===== config.mk =====
export PLATFORM = sky130hd
export DESIGN_NAME = crl_loader
export DESIGN_NICKNAME = d
export VERILOG_FILES = /design/src/design/crl_loader.v
export VERILOG_INCLUDE_DIRS = /design/src /design/src/design
export SDC_FILE = /design/constraint.sdc
export NUM_CORES = 2
export LEC_CHECK = 0
export BUFFER_PORTS_ARGS = -buffer_cell sky130_fd_sc_hd__buf_4
export CAP_MARGIN = 5
export CELL_PAD_IN_SITES_DETAIL_PLACEMENT = 0
export CELL_PAD_IN_SITES_GLOBAL_PLACEMENT = 1
export CORE_ASPECT_RATIO = 0.9
export CORE_MARGIN = 4
export CORE_UTILIZATION = 51
export CTS_CLUSTER_DIAMETER = 200
export DETAILED_ROUTE_END_ITERATION = 16
export PLACE_DENSITY_LB_ADDON = 0.1
export REMOVE_ABC_BUFFERS = 1
export SLEW_MARGIN = 20
export SYNTH_ARGS = -nofsm -noshare
export SYNTH_HDL_FRONTEND = slang
export SYNTH_SLANG_ARGS = --single-unit
export TNS_END_PERCENT = 50

===== constraint.sdc =====
create_clock -name CORE_CLK -period 4 [get_ports CORE_CLK]
set_input_delay 0.2 -clock CORE_CLK [delete_from_list [all_inputs] [get_ports CORE_CLK]]
set_output_delay 0.2 -clock CORE_CLK [all_outputs]
set_load 0.05 [all_outputs]

===== src/design/crl_map.vh =====
// Constants for the cascaded register loader
`ifndef CRL_MAP_VH
`define CRL_MAP_VH
`define CRL_ADDR_W 7
`define CRL_DATA_W 8
`define CRL_PAGE_W 4
`define CRL_REG_COUNT 73
`define CRL_CTRL_COUNT 9
`define CRL_LAST_CTRL 7'h08
`define CRL_COEF_BASE 7'h40
`define CRL_LAST_LOC 7'h7f
`define CRL_MODE_A_ADDR 7'h00
`define CRL_MODE_B_ADDR 7'h01
`define CRL_COUNT_MSB 3
`define CRL_COUNT_LSB 0
`define CRL_REG_RST 8'h00
`define CRL_MODE_B_RST 8'h01
`define CRL_CLK_PERIOD_NS 50
`define CRL_EPROM_ACC_NS 250
`define CRL_SYNC_CYC 2
`define CRL_SYNC_W 24
`define CRL_SYNC_RST 24'hff0000
`define CRL_ST_IDLE 4'h1
`define CRL_ST_SETUP 4'h2
`define CRL_ST_STROBE 4'h4
`define CRL_ST_RELEASE 4'h8
`endif


===== src/design/crl_loader.v =====
// Register loader: host and EPROM paths of a cascaded convolver
`timescale 1ns/10ps
`include "crl_map.vh"
// Operation
// - Head device takes 7-bit register address high, data on low eight pins.
// - Data pins drive only on a single device; otherwise inputs.
// - Later devices take address and data from the previous expansion output.
// - With load active, registers are written in any order.
// - Master derives timing strobe from host strobe; chain returns it as acknowledge.
// - Acknowledge tells host last device has the data.
// - Reads drive data pins on single device, final result on last.
// - Earlier devices forward read data down chain; valid at acknowledge low.
// - EPROM master counts addresses for 16 devices, drives load and strobe.
// - EPROM strobe ends on returned chain timing; single loops internally.
// - EPROM timing from internal oscillator, independent of pixel clock.
// - EPROM load starts after reset release, shown by load signal low.
// - Per 128-location page load nine control and top 64 coefficients.
// - Master drives lower 7 EPROM address bits on upper pins.
// - Master repeats per device, drives four page bits for select decode.
// - First mode register bits 3:0 give number of devices loaded, less one.
// - Chip select falling on an idle head device in EPROM mode starts a fresh EPROM load; a fall during a load is ignored.
// - Load signal stays active until last register of final device written.
// - Loading stops when page counter equals the device count.
// - Control at 00-08, coefficients 0-63 at 40-7F ascending.
module crl_loader (
  input wire CORE_CLK,
  input wire SYS_RST,
  input wire ROLE_SINGLE,
  input wire ROLE_MASTER_N,
  input wire BOOT_SOURCE_SEL,
  input wire CHIP_SEL_N,
  input wire READ_NOT_WRITE,
  input wire HOST_STROBE_N_IN,
  output reg HOST_STROBE_N_OUT,
  output reg HOST_STROBE_OE,
  input wire CONFIG_LOAD_ACTIVE_N_IN,
  output reg CONFIG_LOAD_ACTIVE_N_OUT,
  output reg CONFIG_LOAD_ACTIVE_OE,
  input wire [6:0] EXPANSION_ADDR_HIGH_IN,
  output reg [6:0] EXPANSION_ADDR_HIGH_OUT,
  output reg EXPANSION_ADDR_HIGH_OE,
  input wire [7:0] EXPANSION_DATA_LOW_IN,
  output reg [7:0] EXPANSION_DATA_LOW_OUT,
  output reg EXPANSION_DATA_LOW_OE,
  input wire READ_FWD_IN,
  output reg READ_FWD_OUT,
  output reg [6:0] EXP_FWD_ADDR,
  output reg [7:0] EXP_FWD_DATA,
  input wire CHAIN_TIMING_IN_N,
  output reg CHAIN_TIMING_OUT_N,
  output reg [7:0] FINAL_RESULT_OUT,
  output reg [3:0] PAGE_ADDR_OUT
);

localparam [31:0] ACC_RAW = (`CRL_EPROM_ACC_NS + `CRL_CLK_PERIOD_NS - 1)
  / `CRL_CLK_PERIOD_NS + `CRL_SYNC_CYC;
// Access wait rounds up, then covers the data synchroniser
localparam [7:0] ACC_CYC = ACC_RAW[7:0];

////////////////////////////////////////////////////////////////////////
// Pin synchronisers
reg [23:0] sync_a;
reg [23:0] sync_b;
always @(posedge CORE_CLK)
begin
  if (SYS_RST)
  begin
    // Idle pin levels, so no false edge or forward flag after reset
    sync_a <= `CRL_SYNC_RST;
    sync_b <= `CRL_SYNC_RST;
  end
  else
  begin
    sync_a <= {ROLE_SINGLE, ROLE_MASTER_N, BOOT_SOURCE_SEL, CHIP_SEL_N,
      READ_NOT_WRITE, HOST_STROBE_N_IN, CONFIG_LOAD_ACTIVE_N_IN,
      CHAIN_TIMING_IN_N, READ_FWD_IN, EXPANSION_ADDR_HIGH_IN,
      EXPANSION_DATA_LOW_IN};
    sync_b <= sync_a;
  end
end

wire single = sync_b[23];
wire head = sync_b[23] | ~sync_b[22];
wire eprom_mode = head & ~sync_b[21];
wire cs_act = ~sync_b[20];
wire rnw = sync_b[19];
wire stb_act = ~sync_b[18];
wire config_load_active_act = ~sync_b[17];
wire chain_act = ~sync_b[16];
wire rd_fwd_in = sync_b[15];
wire [6:0] s_addr = sync_b[14:8];
wire [7:0] s_data = sync_b[7:0];

////////////////////////////////////////////////////////////////////////
// Register file and address map
reg [7:0] regs [0:72];
integer i;

// Unmapped window maps to all ones; callers drop it
function [7:0] idx_of;
  input [6:0] a;
  begin
    if (a <= `CRL_LAST_CTRL)
      idx_of = {1'b0, a};
    else if (a >= `CRL_COEF_BASE)
      idx_of = 8'h09 + {2'b00, a[5:0]};
    else
      idx_of = 8'hff;
  end
endfunction

wire [3:0] dev_count = regs[0][`CRL_COUNT_MSB:`CRL_COUNT_LSB];

////////////////////////////////////////////////////////////////////////
// EPROM sequencer state
reg [3:0] state;
reg [3:0] next_state;
reg [6:0] loc;
reg [6:0] next_loc;
reg [3:0] page;
reg [3:0] next_page;
reg [7:0] acc_cnt;
reg [7:0] next_acc_cnt;
reg ld;
reg next_ld;
reg stb;
reg next_stb;
reg boot_pend;
reg cs_d;
reg ep_wr;

wire cs_fall = cs_act & ~cs_d;
wire loop_on = single | chain_act;
wire loop_off = single | ~chain_act;

always @*
begin
  next_state = state;
  next_loc = loc;
  next_page = page;
  next_acc_cnt = acc_cnt;
  next_ld = ld;
  next_stb = stb;
  ep_wr = 1'b0;
  case (state)
    `CRL_ST_IDLE:
    begin
      if (eprom_mode & (boot_pend | cs_fall))
      begin
        next_loc = 7'h00;
        next_page = 4'h0;
        next_acc_cnt = 8'h00;
        next_ld = 1'b1;
        next_state = `CRL_ST_SETUP;
      end
    end
    `CRL_ST_SETUP:
    begin
      // Core clock doubles as the free oscillator; no pixel clock used
      if (acc_cnt >= ACC_CYC - 8'h01)
      begin
        next_stb = 1'b1;
        next_state = `CRL_ST_STROBE;
      end
      else
        next_acc_cnt = acc_cnt + 8'h01;
    end
    `CRL_ST_STROBE:
    begin
      if (loop_on)
      begin
        // Master keeps only the bottom page for itself
        ep_wr = (page == 4'h0);
        next_stb = 1'b0;
        next_state = `CRL_ST_RELEASE;
      end
    end
    `CRL_ST_RELEASE:
    begin
      if (loop_off)
      begin
        next_acc_cnt = 8'h00;
        next_state = `CRL_ST_SETUP;
        if (loc == `CRL_LAST_LOC)
        begin
          next_loc = 7'h00;
          if (page == dev_count)
          begin
            next_ld = 1'b0;
            next_state = `CRL_ST_IDLE;
          end
          else
            next_page = page + 4'h1;
        end
        else if (loc == `CRL_LAST_CTRL)
          next_loc = `CRL_COEF_BASE;
        else
          next_loc = loc + 7'h01;
      end
    end
    default:
    begin
      next_state = `CRL_ST_IDLE;
      next_ld = 1'b0;
      next_stb = 1'b0;
    end
  endcase
end

always @(posedge CORE_CLK)
begin
  if (SYS_RST)
  begin
    state <= `CRL_ST_IDLE;
    loc <= 7'h00;
    page <= 4'h0;
    acc_cnt <= 8'h00;
    ld <= 1'b0;
    stb <= 1'b0;
    boot_pend <= 1'b1;
    // Matches an idle select, so reset makes no restart edge
    cs_d <= 1'b0;
  end
  else
  begin
    state <= next_state;
    loc <= next_loc;
    page <= next_page;
    acc_cnt <= next_acc_cnt;
    ld <= next_ld;
    stb <= next_stb;
    cs_d <= cs_act;
    // Held until a head strap settles into EPROM mode
    if (state == `CRL_ST_IDLE && eprom_mode)
      boot_pend <= 1'b0;
  end
end

////////////////////////////////////////////////////////////////////////
// Host path timing
reg tim_d;
reg rd_own;
wire tim_src = eprom_mode ? stb : (head ? stb_act : chain_act);
wire tim_rise = tim_src & ~tim_d;
wire sel = cs_act & config_load_active_act;
wire hwr = tim_rise & sel & ~rnw & ~eprom_mode;
wire hrd = tim_rise & sel & rnw & ~eprom_mode;
wire [7:0] hidx = idx_of(s_addr);
wire [7:0] eidx = idx_of(loc);
wire [7:0] rd_byte = (hidx == 8'hff) ? 8'h00 : regs[hidx[6:0]];

always @(posedge CORE_CLK)
begin
  if (SYS_RST)
  begin
    for (i = 0; i < `CRL_REG_COUNT; i = i + 1)
      regs[i] <= `CRL_REG_RST;
    regs[`CRL_MODE_B_ADDR] <= `CRL_MODE_B_RST;
  end
  else if (ep_wr && eidx != 8'hff)
    regs[eidx[6:0]] <= s_data;
  else if (hwr && hidx != 8'hff)
    regs[hidx[6:0]] <= s_data;
end

always @(posedge CORE_CLK)
begin
  if (SYS_RST)
  begin
    tim_d <= 1'b0;
    rd_own <= 1'b0;
    CHAIN_TIMING_OUT_N <= 1'b1;
    EXP_FWD_ADDR <= 7'h00;
    EXP_FWD_DATA <= 8'h00;
    READ_FWD_OUT <= 1'b0;
    FINAL_RESULT_OUT <= 8'h00;
    EXPANSION_DATA_LOW_OUT <= 8'h00;
    EXPANSION_DATA_LOW_OE <= 1'b0;
  end
  else
  begin
    tim_d <= tim_src;
    // Acknowledge trails capture by one cycle so data is already in
    CHAIN_TIMING_OUT_N <= ~tim_d;
    if (hrd)
      rd_own <= 1'b1;
    else if (~tim_src)
      rd_own <= 1'b0;
    EXP_FWD_ADDR <= eprom_mode ? loc : s_addr;
    if (hrd)
    begin
      EXP_FWD_DATA <= rd_byte;
      READ_FWD_OUT <= 1'b1;
      FINAL_RESULT_OUT <= rd_byte;
    end
    else if (~rd_own)
    begin
      EXP_FWD_DATA <= s_data;
      READ_FWD_OUT <= rd_fwd_in;
      if (rd_fwd_in)
        FINAL_RESULT_OUT <= s_data;
    end
    EXPANSION_DATA_LOW_OUT <= hrd ? rd_byte : EXPANSION_DATA_LOW_OUT;
    // Only a lone device may turn the data pins round
    EXPANSION_DATA_LOW_OE <= single & ~eprom_mode
      & (hrd | (rd_own & tim_src));
  end
end

////////////////////////////////////////////////////////////////////////
// EPROM-mode pin drivers
always @(posedge CORE_CLK)
begin
  if (SYS_RST)
  begin
    HOST_STROBE_N_OUT <= 1'b1;
    HOST_STROBE_OE <= 1'b0;
    CONFIG_LOAD_ACTIVE_N_OUT <= 1'b1;
    CONFIG_LOAD_ACTIVE_OE <= 1'b0;
    EXPANSION_ADDR_HIGH_OUT <= 7'h00;
    EXPANSION_ADDR_HIGH_OE <= 1'b0;
    PAGE_ADDR_OUT <= 4'h0;
  end
  else
  begin
    HOST_STROBE_N_OUT <= ~stb;
    HOST_STROBE_OE <= eprom_mode;
    CONFIG_LOAD_ACTIVE_N_OUT <= ~ld;
    CONFIG_LOAD_ACTIVE_OE <= eprom_mode;
    EXPANSION_ADDR_HIGH_OUT <= loc;
    EXPANSION_ADDR_HIGH_OE <= eprom_mode & ld;
    PAGE_ADDR_OUT <= page;
  end
end

endmodule


# Yosys cells after proc, flatten, opt, wreduce, memory -nomap -nowiden

Memory sizes are Yosys's and may differ from the RTL's.
Cells that the tools add are included.
W data, S select, Z words.

$add $sub $neg: 5
$lt $le $gt $ge: 5
Equality and inequality tests: 20
Muxes and demuxes: 64
Bitwise gates (word level): 34
Reduce and logical (&&, ||, !) cells: 18

Operator list:

| operator              | number |
|---|---|
| $mux W8               | 16 |
| $mux W7               | 7 |
| $mux W4               | 8 |
| $mux W1               | 25 |
| $pmux W8 S3           | 1 |
| $ne A2 B2 Y1 const B  | 8 |
| $ne A8 B8 Y1 const B  | 2 |
| $pmux W4 S4           | 1 |
| $reduce_or A8 Y1      | 2 |
| $add A4 B6 Y7 const A | 2 |
| $and A1 B1 Y1         | 14 |
| $ge A7 B7 Y1 const B  | 2 |
| $le A7 B4 Y1 const B  | 2 |
| $not A1 Y1            | 14 |
| $pmux W7 S2           | 1 |
| $reduce_and A5 Y1     | 2 |
| $add A8 B1 Y8 const B | 1 |
| $eq A8 B8 Y1 const B  | 1 |
| $ge A8 B3 Y1 const B  | 1 |
| $pmux W4 S2           | 1 |
| $reduce_and A4 Y1     | 2 |
| $add A7 B1 Y7 const B | 1 |
| $eq A7 B4 Y1 const B  | 1 |
| $eq A7 B7 Y1 const B  | 1 |
| other kinds (17)      | 30 |

Flip-flop bits (word level): 126
RAM bits: 584
Input bits: 26
Output and inout port bits: 50
Logic and storage cells: 172
Memories kept: 1

Memory list:

| name | words | bits a word | read ports | clocked after memory_dff | wr ports | RTL line        | RTL |
|---|---|---|---|---|---|---|---|
| regs | 73    | 8           | 2          | 0                        | 73       | crl_loader.v:96 | `reg [7:0] regs [0:72];` |

# Depth between registers and ports, before layout

Word-level depth: 15
Depth in mapped cells: 17
Depth with buffers taken out: 11

# Worst setup path before layout

OpenSTA, ideal clock, no wires.

Path type: register to register
Start point: register sync_b[9]
End point: memory regs[78][0] (enable)
Library setup time: 0.383 ns
Data arrival time: 3.252 ns
Data required time: 3.617 ns
Slack: 0.365 ns
Stages on the path, launching flop included: 13
Path through: dfxtp_1 > clkbuf_1 > clkinv_1 > ha_1 > nand2b_1 > buf_6 > a211oi_2 > o2111ai_1 > clkbuf_1 > o22a_1 > nand2_1 > or2_2 > nor3_1

RTL lines:

| item                   | RTL line        | RTL |
|---|---|---|
| start, declared        | crl_loader.v:63 | `reg [23:0] sync_b;` |
| start signal, assigned | crl_loader.v:70 | `` sync_b <= `CRL_SYNC_RST; `` |
| start signal, assigned | crl_loader.v:78 | `sync_b <= sync_a;` |
| end, declared          | crl_loader.v:96 |  |

# Worst setup path after layout

Start point: register sync_b[14]
End point: register FINAL_RESULT_OUT[1]

Word-level cells in the longest chain between the ends: 6
Elaborated cells on any way between the ends: 8
Those cells by class: order compare (2); eq/ne (1); mux (4); memory (1)

Ends and longest elaborated chain:

| item                                                  | RTL line         | RTL |
|---|---|---|
| $ge A7 B7 Y1 (no source line)                         | n/a              |  |
| $mux W8                                               | crl_loader.v:105 | `` else if (a >= `CRL_COEF_BASE) `` |
| $mux W8 (*)                                           | crl_loader.v:103 | `` if (a <= `CRL_LAST_CTRL) `` |
| $mem_v2 Z73 W8 / $eq A8 B8 Y1 (equally long branches) | n/a              |  |
| $mux W8 (*)                                           | crl_loader.v:250 | `wire [7:0] rd_byte = (hidx == 8'hff) ? 8'h00 : regs[hidx[6:0]];` |
| $mux W8 (*)                                           | crl_loader.v:290 | `if (hrd)` |
| end signal, assigned                                  | crl_loader.v:294 | `FINAL_RESULT_OUT <= rd_byte;` |
| end signal, assigned                                  | crl_loader.v:301 | `FINAL_RESULT_OUT <= s_data;` |
| end, declared                                         | crl_loader.v:51  | `output reg [7:0] FINAL_RESULT_OUT,` |

Every way passes the cells marked *; elsewhere a longest branch is shown, timed or not.
A chain may end at the register's enable or synchronous reset.

==> flow_summary.ini <==
[yosys]
async_flop_share_pct = 0
top_flip_flop_cell_by_instance_count_after_synthesis = edfxtp_1
warnings_synthesis = 0
synth.avg_cell_area_sq_um = 11.7
syn-cell-area_sq_um = 44100
synth-seq-area-share_pct = 66.2
synth_edf_count = 888
synth.distinct_cells = 87
ys_seq_elements = 1014
postSynthCellCount = 3777

[route]
detail_route.wirelength_microns = 136000
post_drt_wl_per_cell_microns = 25.0
drt-pass1-iter-count = 5
detail_route.iter0.violations = 3918
detailroute.via_count = 32100
detail_route.vias_per_cell = 5.90
ant_nets = 0
post-route-drc-count = 0

[sta]
fmax_ghz = 0.257
timing_worst_slew_pin_value_ns = 1.04
timing.final.hold_violations = 0
fin_crit_sh_pct = 97.1
slew_headroom_pct = 30.7
layout_setup_ws_ns = 0.116
period_needed_ns = 3.88
finalSetupViolations = 0
clock-skew-final_ns = 0.0331
setup_tns_final_ns = 0
report.final.slew_viol_count = 0

[placed_design]
place_inst = 5213
port_buffers = 75
detailedPlacementHpwl_microns = 87300
place_congestion = 0.938
preCtsSetupSlack_ns = -0.422

[cts]
cts_max_level = 3
cts_inserted_buffers = 104
cts.path.max_buffers = 3
ctsRootBufferMaster = clkbuf_16
tritoncts_num_sinks = 1014
clk_latency_ns = 0.69
clk_transition_reported_paths_ns = 0.06
tritoncts = built

[grt]
globalRouteOverflowTotal = 0
global_route_wire_length_before_repair_microns = 201000
vias_in_the_first_global_route = 30500
overall_track_demand_over_capacity_in_global_routing_pct = 29.5
pin_count_of_the_biggest_net_entering_global_routing = 75
initial_antenna_violation_count = 5

[cells_and_area]
synthToLayoutAreaGrowth_pct = 18.3
multi_input_gate_area_in_the_final_layout_sq_um = 14700
fraction_of_final_layout_cells_with_drive_strength_greater_than_1_pct = 14.2
layout_common_cells = edfxtp_1 (888), nor2_1 (691), nand2_1 (549)
fill_cells = 6913
insertedDiodeCount = 0
mostFrequentLayoutCell = edfxtp_1
sequential_cell_area_sq_um = 29200
layout.cells.non_filler = 5434
nets = 4246
postLayoutCoreUtil_pct = 61.3

[floorplanning]
die_w_microns = 318
floorplan_core_area_sq_um = 85000
die_h_microns = 287
effective_utilization_at_floorplan_pct = 51.8
placement_rows = 101
dieArea_sq_um = 91200
floorplan.io_pins = 76

[power]
static-leakage-power_nw = 19.1
vdd_ir_drop_max_uv = 395
pwr_density_cell_nw_per_um2 = 478

[flow_run]
max_cap_viol_count = 0

[setup_path]
crit_required_ns = 4.59
worstSetupStartpointType = flop
crit_type = flop to flop
path_max_fanout = 35
worst_ep_arrival_time_ns = 4.47
worstSetupEndpointType = flop

[worst_hold_path]
holdCritPathClass = primary input to flop

[run_status]
run_status = finished clean
==> metrics by stage <==
stage	hold slack (ns)	total power, mW	area [sq um]
2_1_floorplan	0.266	13.8	43700
3_3_place_gp	0.364	15.0	48200
3_5_place_dp	0.367	15.0	48200
4_1_cts	0.0674	24.9	52000
5_1_grt	0.105	25.7	52100
6_report	0.0866	24.9	52100
==> Yosys cell counts (20+ instances only) <==
| cell type | n | area (sq um) |
|---|---|---|
| edfxtp_1 | 888 | 26700 |
| nor2_1 | 693 | 2600 |
| nand2_1 | 557 | 2090 |
| clkbuf_1 | 148 | 556 |
| a21oi_1 | 132 | 661 |
| dfxtp_1 | 126 | 2520 |
| a211oi_1 | 112 | 841 |
| mux2i_1 | 100 | 1000 |
| and3_1 | 98 | 613 |
| a31oi_1 | 69 | 432 |
| nand3_1 | 67 | 335 |
| buf_2 | 66 | 330 |
| o21ai_0 | 65 | 325 |
| nor2b_1 | 54 | 338 |
| buf_1 | 44 | 165 |
| o22ai_1 | 41 | 257 |
| a32oi_1 | 30 | 263 |
| nor3_1 | 28 | 140 |
| nand4_1 | 27 | 169 |
| a2111oi_0 | 24 | 210 |
| o221ai_1 | 23 | 201 |
| a311oi_1 | 21 | 184 |
| inv_1 | 20 | 75.1 |
==> timing repair <==
item / in CTS / in global routing
hold endpoints to repair: 24 / 0
buffers inserted: 0 / 1
resized for setup: 10 / 18
pin swaps: 0 / 2
hold buffers: 24 / 0
endpoints found under the setup margin: 21 / 24
==> kinds of logic (layout without fill, tap and decap cells) <==
group                      after synthesis  in the layout  synth area share (%)
AOI/OAI and AO/OA                      685            685                  11.0
xor gates and xnor gates                16             16                 0.318
adders and majority gates                8              8                 0.227
buffers and inverters                  305            582                  3.06
DFF                                   1014           1014                  66.2
muxes                                  129            129                  3.38
other                                    1            248               0.00851
and+or+nand+nor                       1619           1619                  15.8
==> state kept, by name, summed over array words and instances, names as in the netlist, 4 cells and up <==
name and count:
loc 7, sync_b 24, state 4, FINAL_RESULT_OUT 8, EXP_FWD_DATA 8, regs 888
EXPANSION_ADDR_HIGH_OUT 7, sync_a 24, EXP_FWD_ADDR 7, page 4, EXPANSION_DATA_LOW_OUT 8, PAGE_ADDR_OUT 4
acc_cnt 8
==> power breakdown <==
part	total, mW	internal (mW)	switching [mW]
Clock	9.95	5.83	4.12
Sequential	12.0	11.8	0.154
Combinational	3.01	0.980	2.03
Total	24.9	18.6	6.30
==> worst max-delay path: stages, from the launching register on <==
cell and delay (ns):
dfxtp_2 0.32, buf_4 0.18, or4_4 0.59, a21o_1 0.24, nand2_4 0.26, buf_12 0.26, a2111oi_0 0.15, a2111oi_1 0.68
a211oi_1 0.23, o221ai_1 0.23, buf_4 0.16, o211ai_2 0.23, o22ai_1 0.23
==> per-layer routing <==
layer / track usage (%) / share of wire, %
met5: 0.635 / 0.066
met4: 8.58 / 3.1
met3: 9.24 / 11
met2: 43.3 / 43
met1: 42.5 / 43
==> worst paths after layout <==
path	start	to	slack (ns)	cells after the start
setup / recovery	sync_b[14]	FINAL_RESULT_OUT[1]	0.12	12
hold / removal	SYS_RST	acc_cnt[1]	0.09	3
setup reg to reg	sync_b[14]	FINAL_RESULT_OUT[1]	0.12	12
hold reg to reg	tim_d	CHAIN_TIMING_OUT_N	0.38	1
==> cell type report <==
cell class	count	share of cell area [%]
well taps	1133	2.72
inverters	22	0.161
clock buffers	135	5.57
clock inverters	60	1.16
multi-input cells	2705	28.1
flip-flops and latches	1014	56.0
repair buffers	365	6.25
Note: power is estimated with default switching activity, not from simulation.
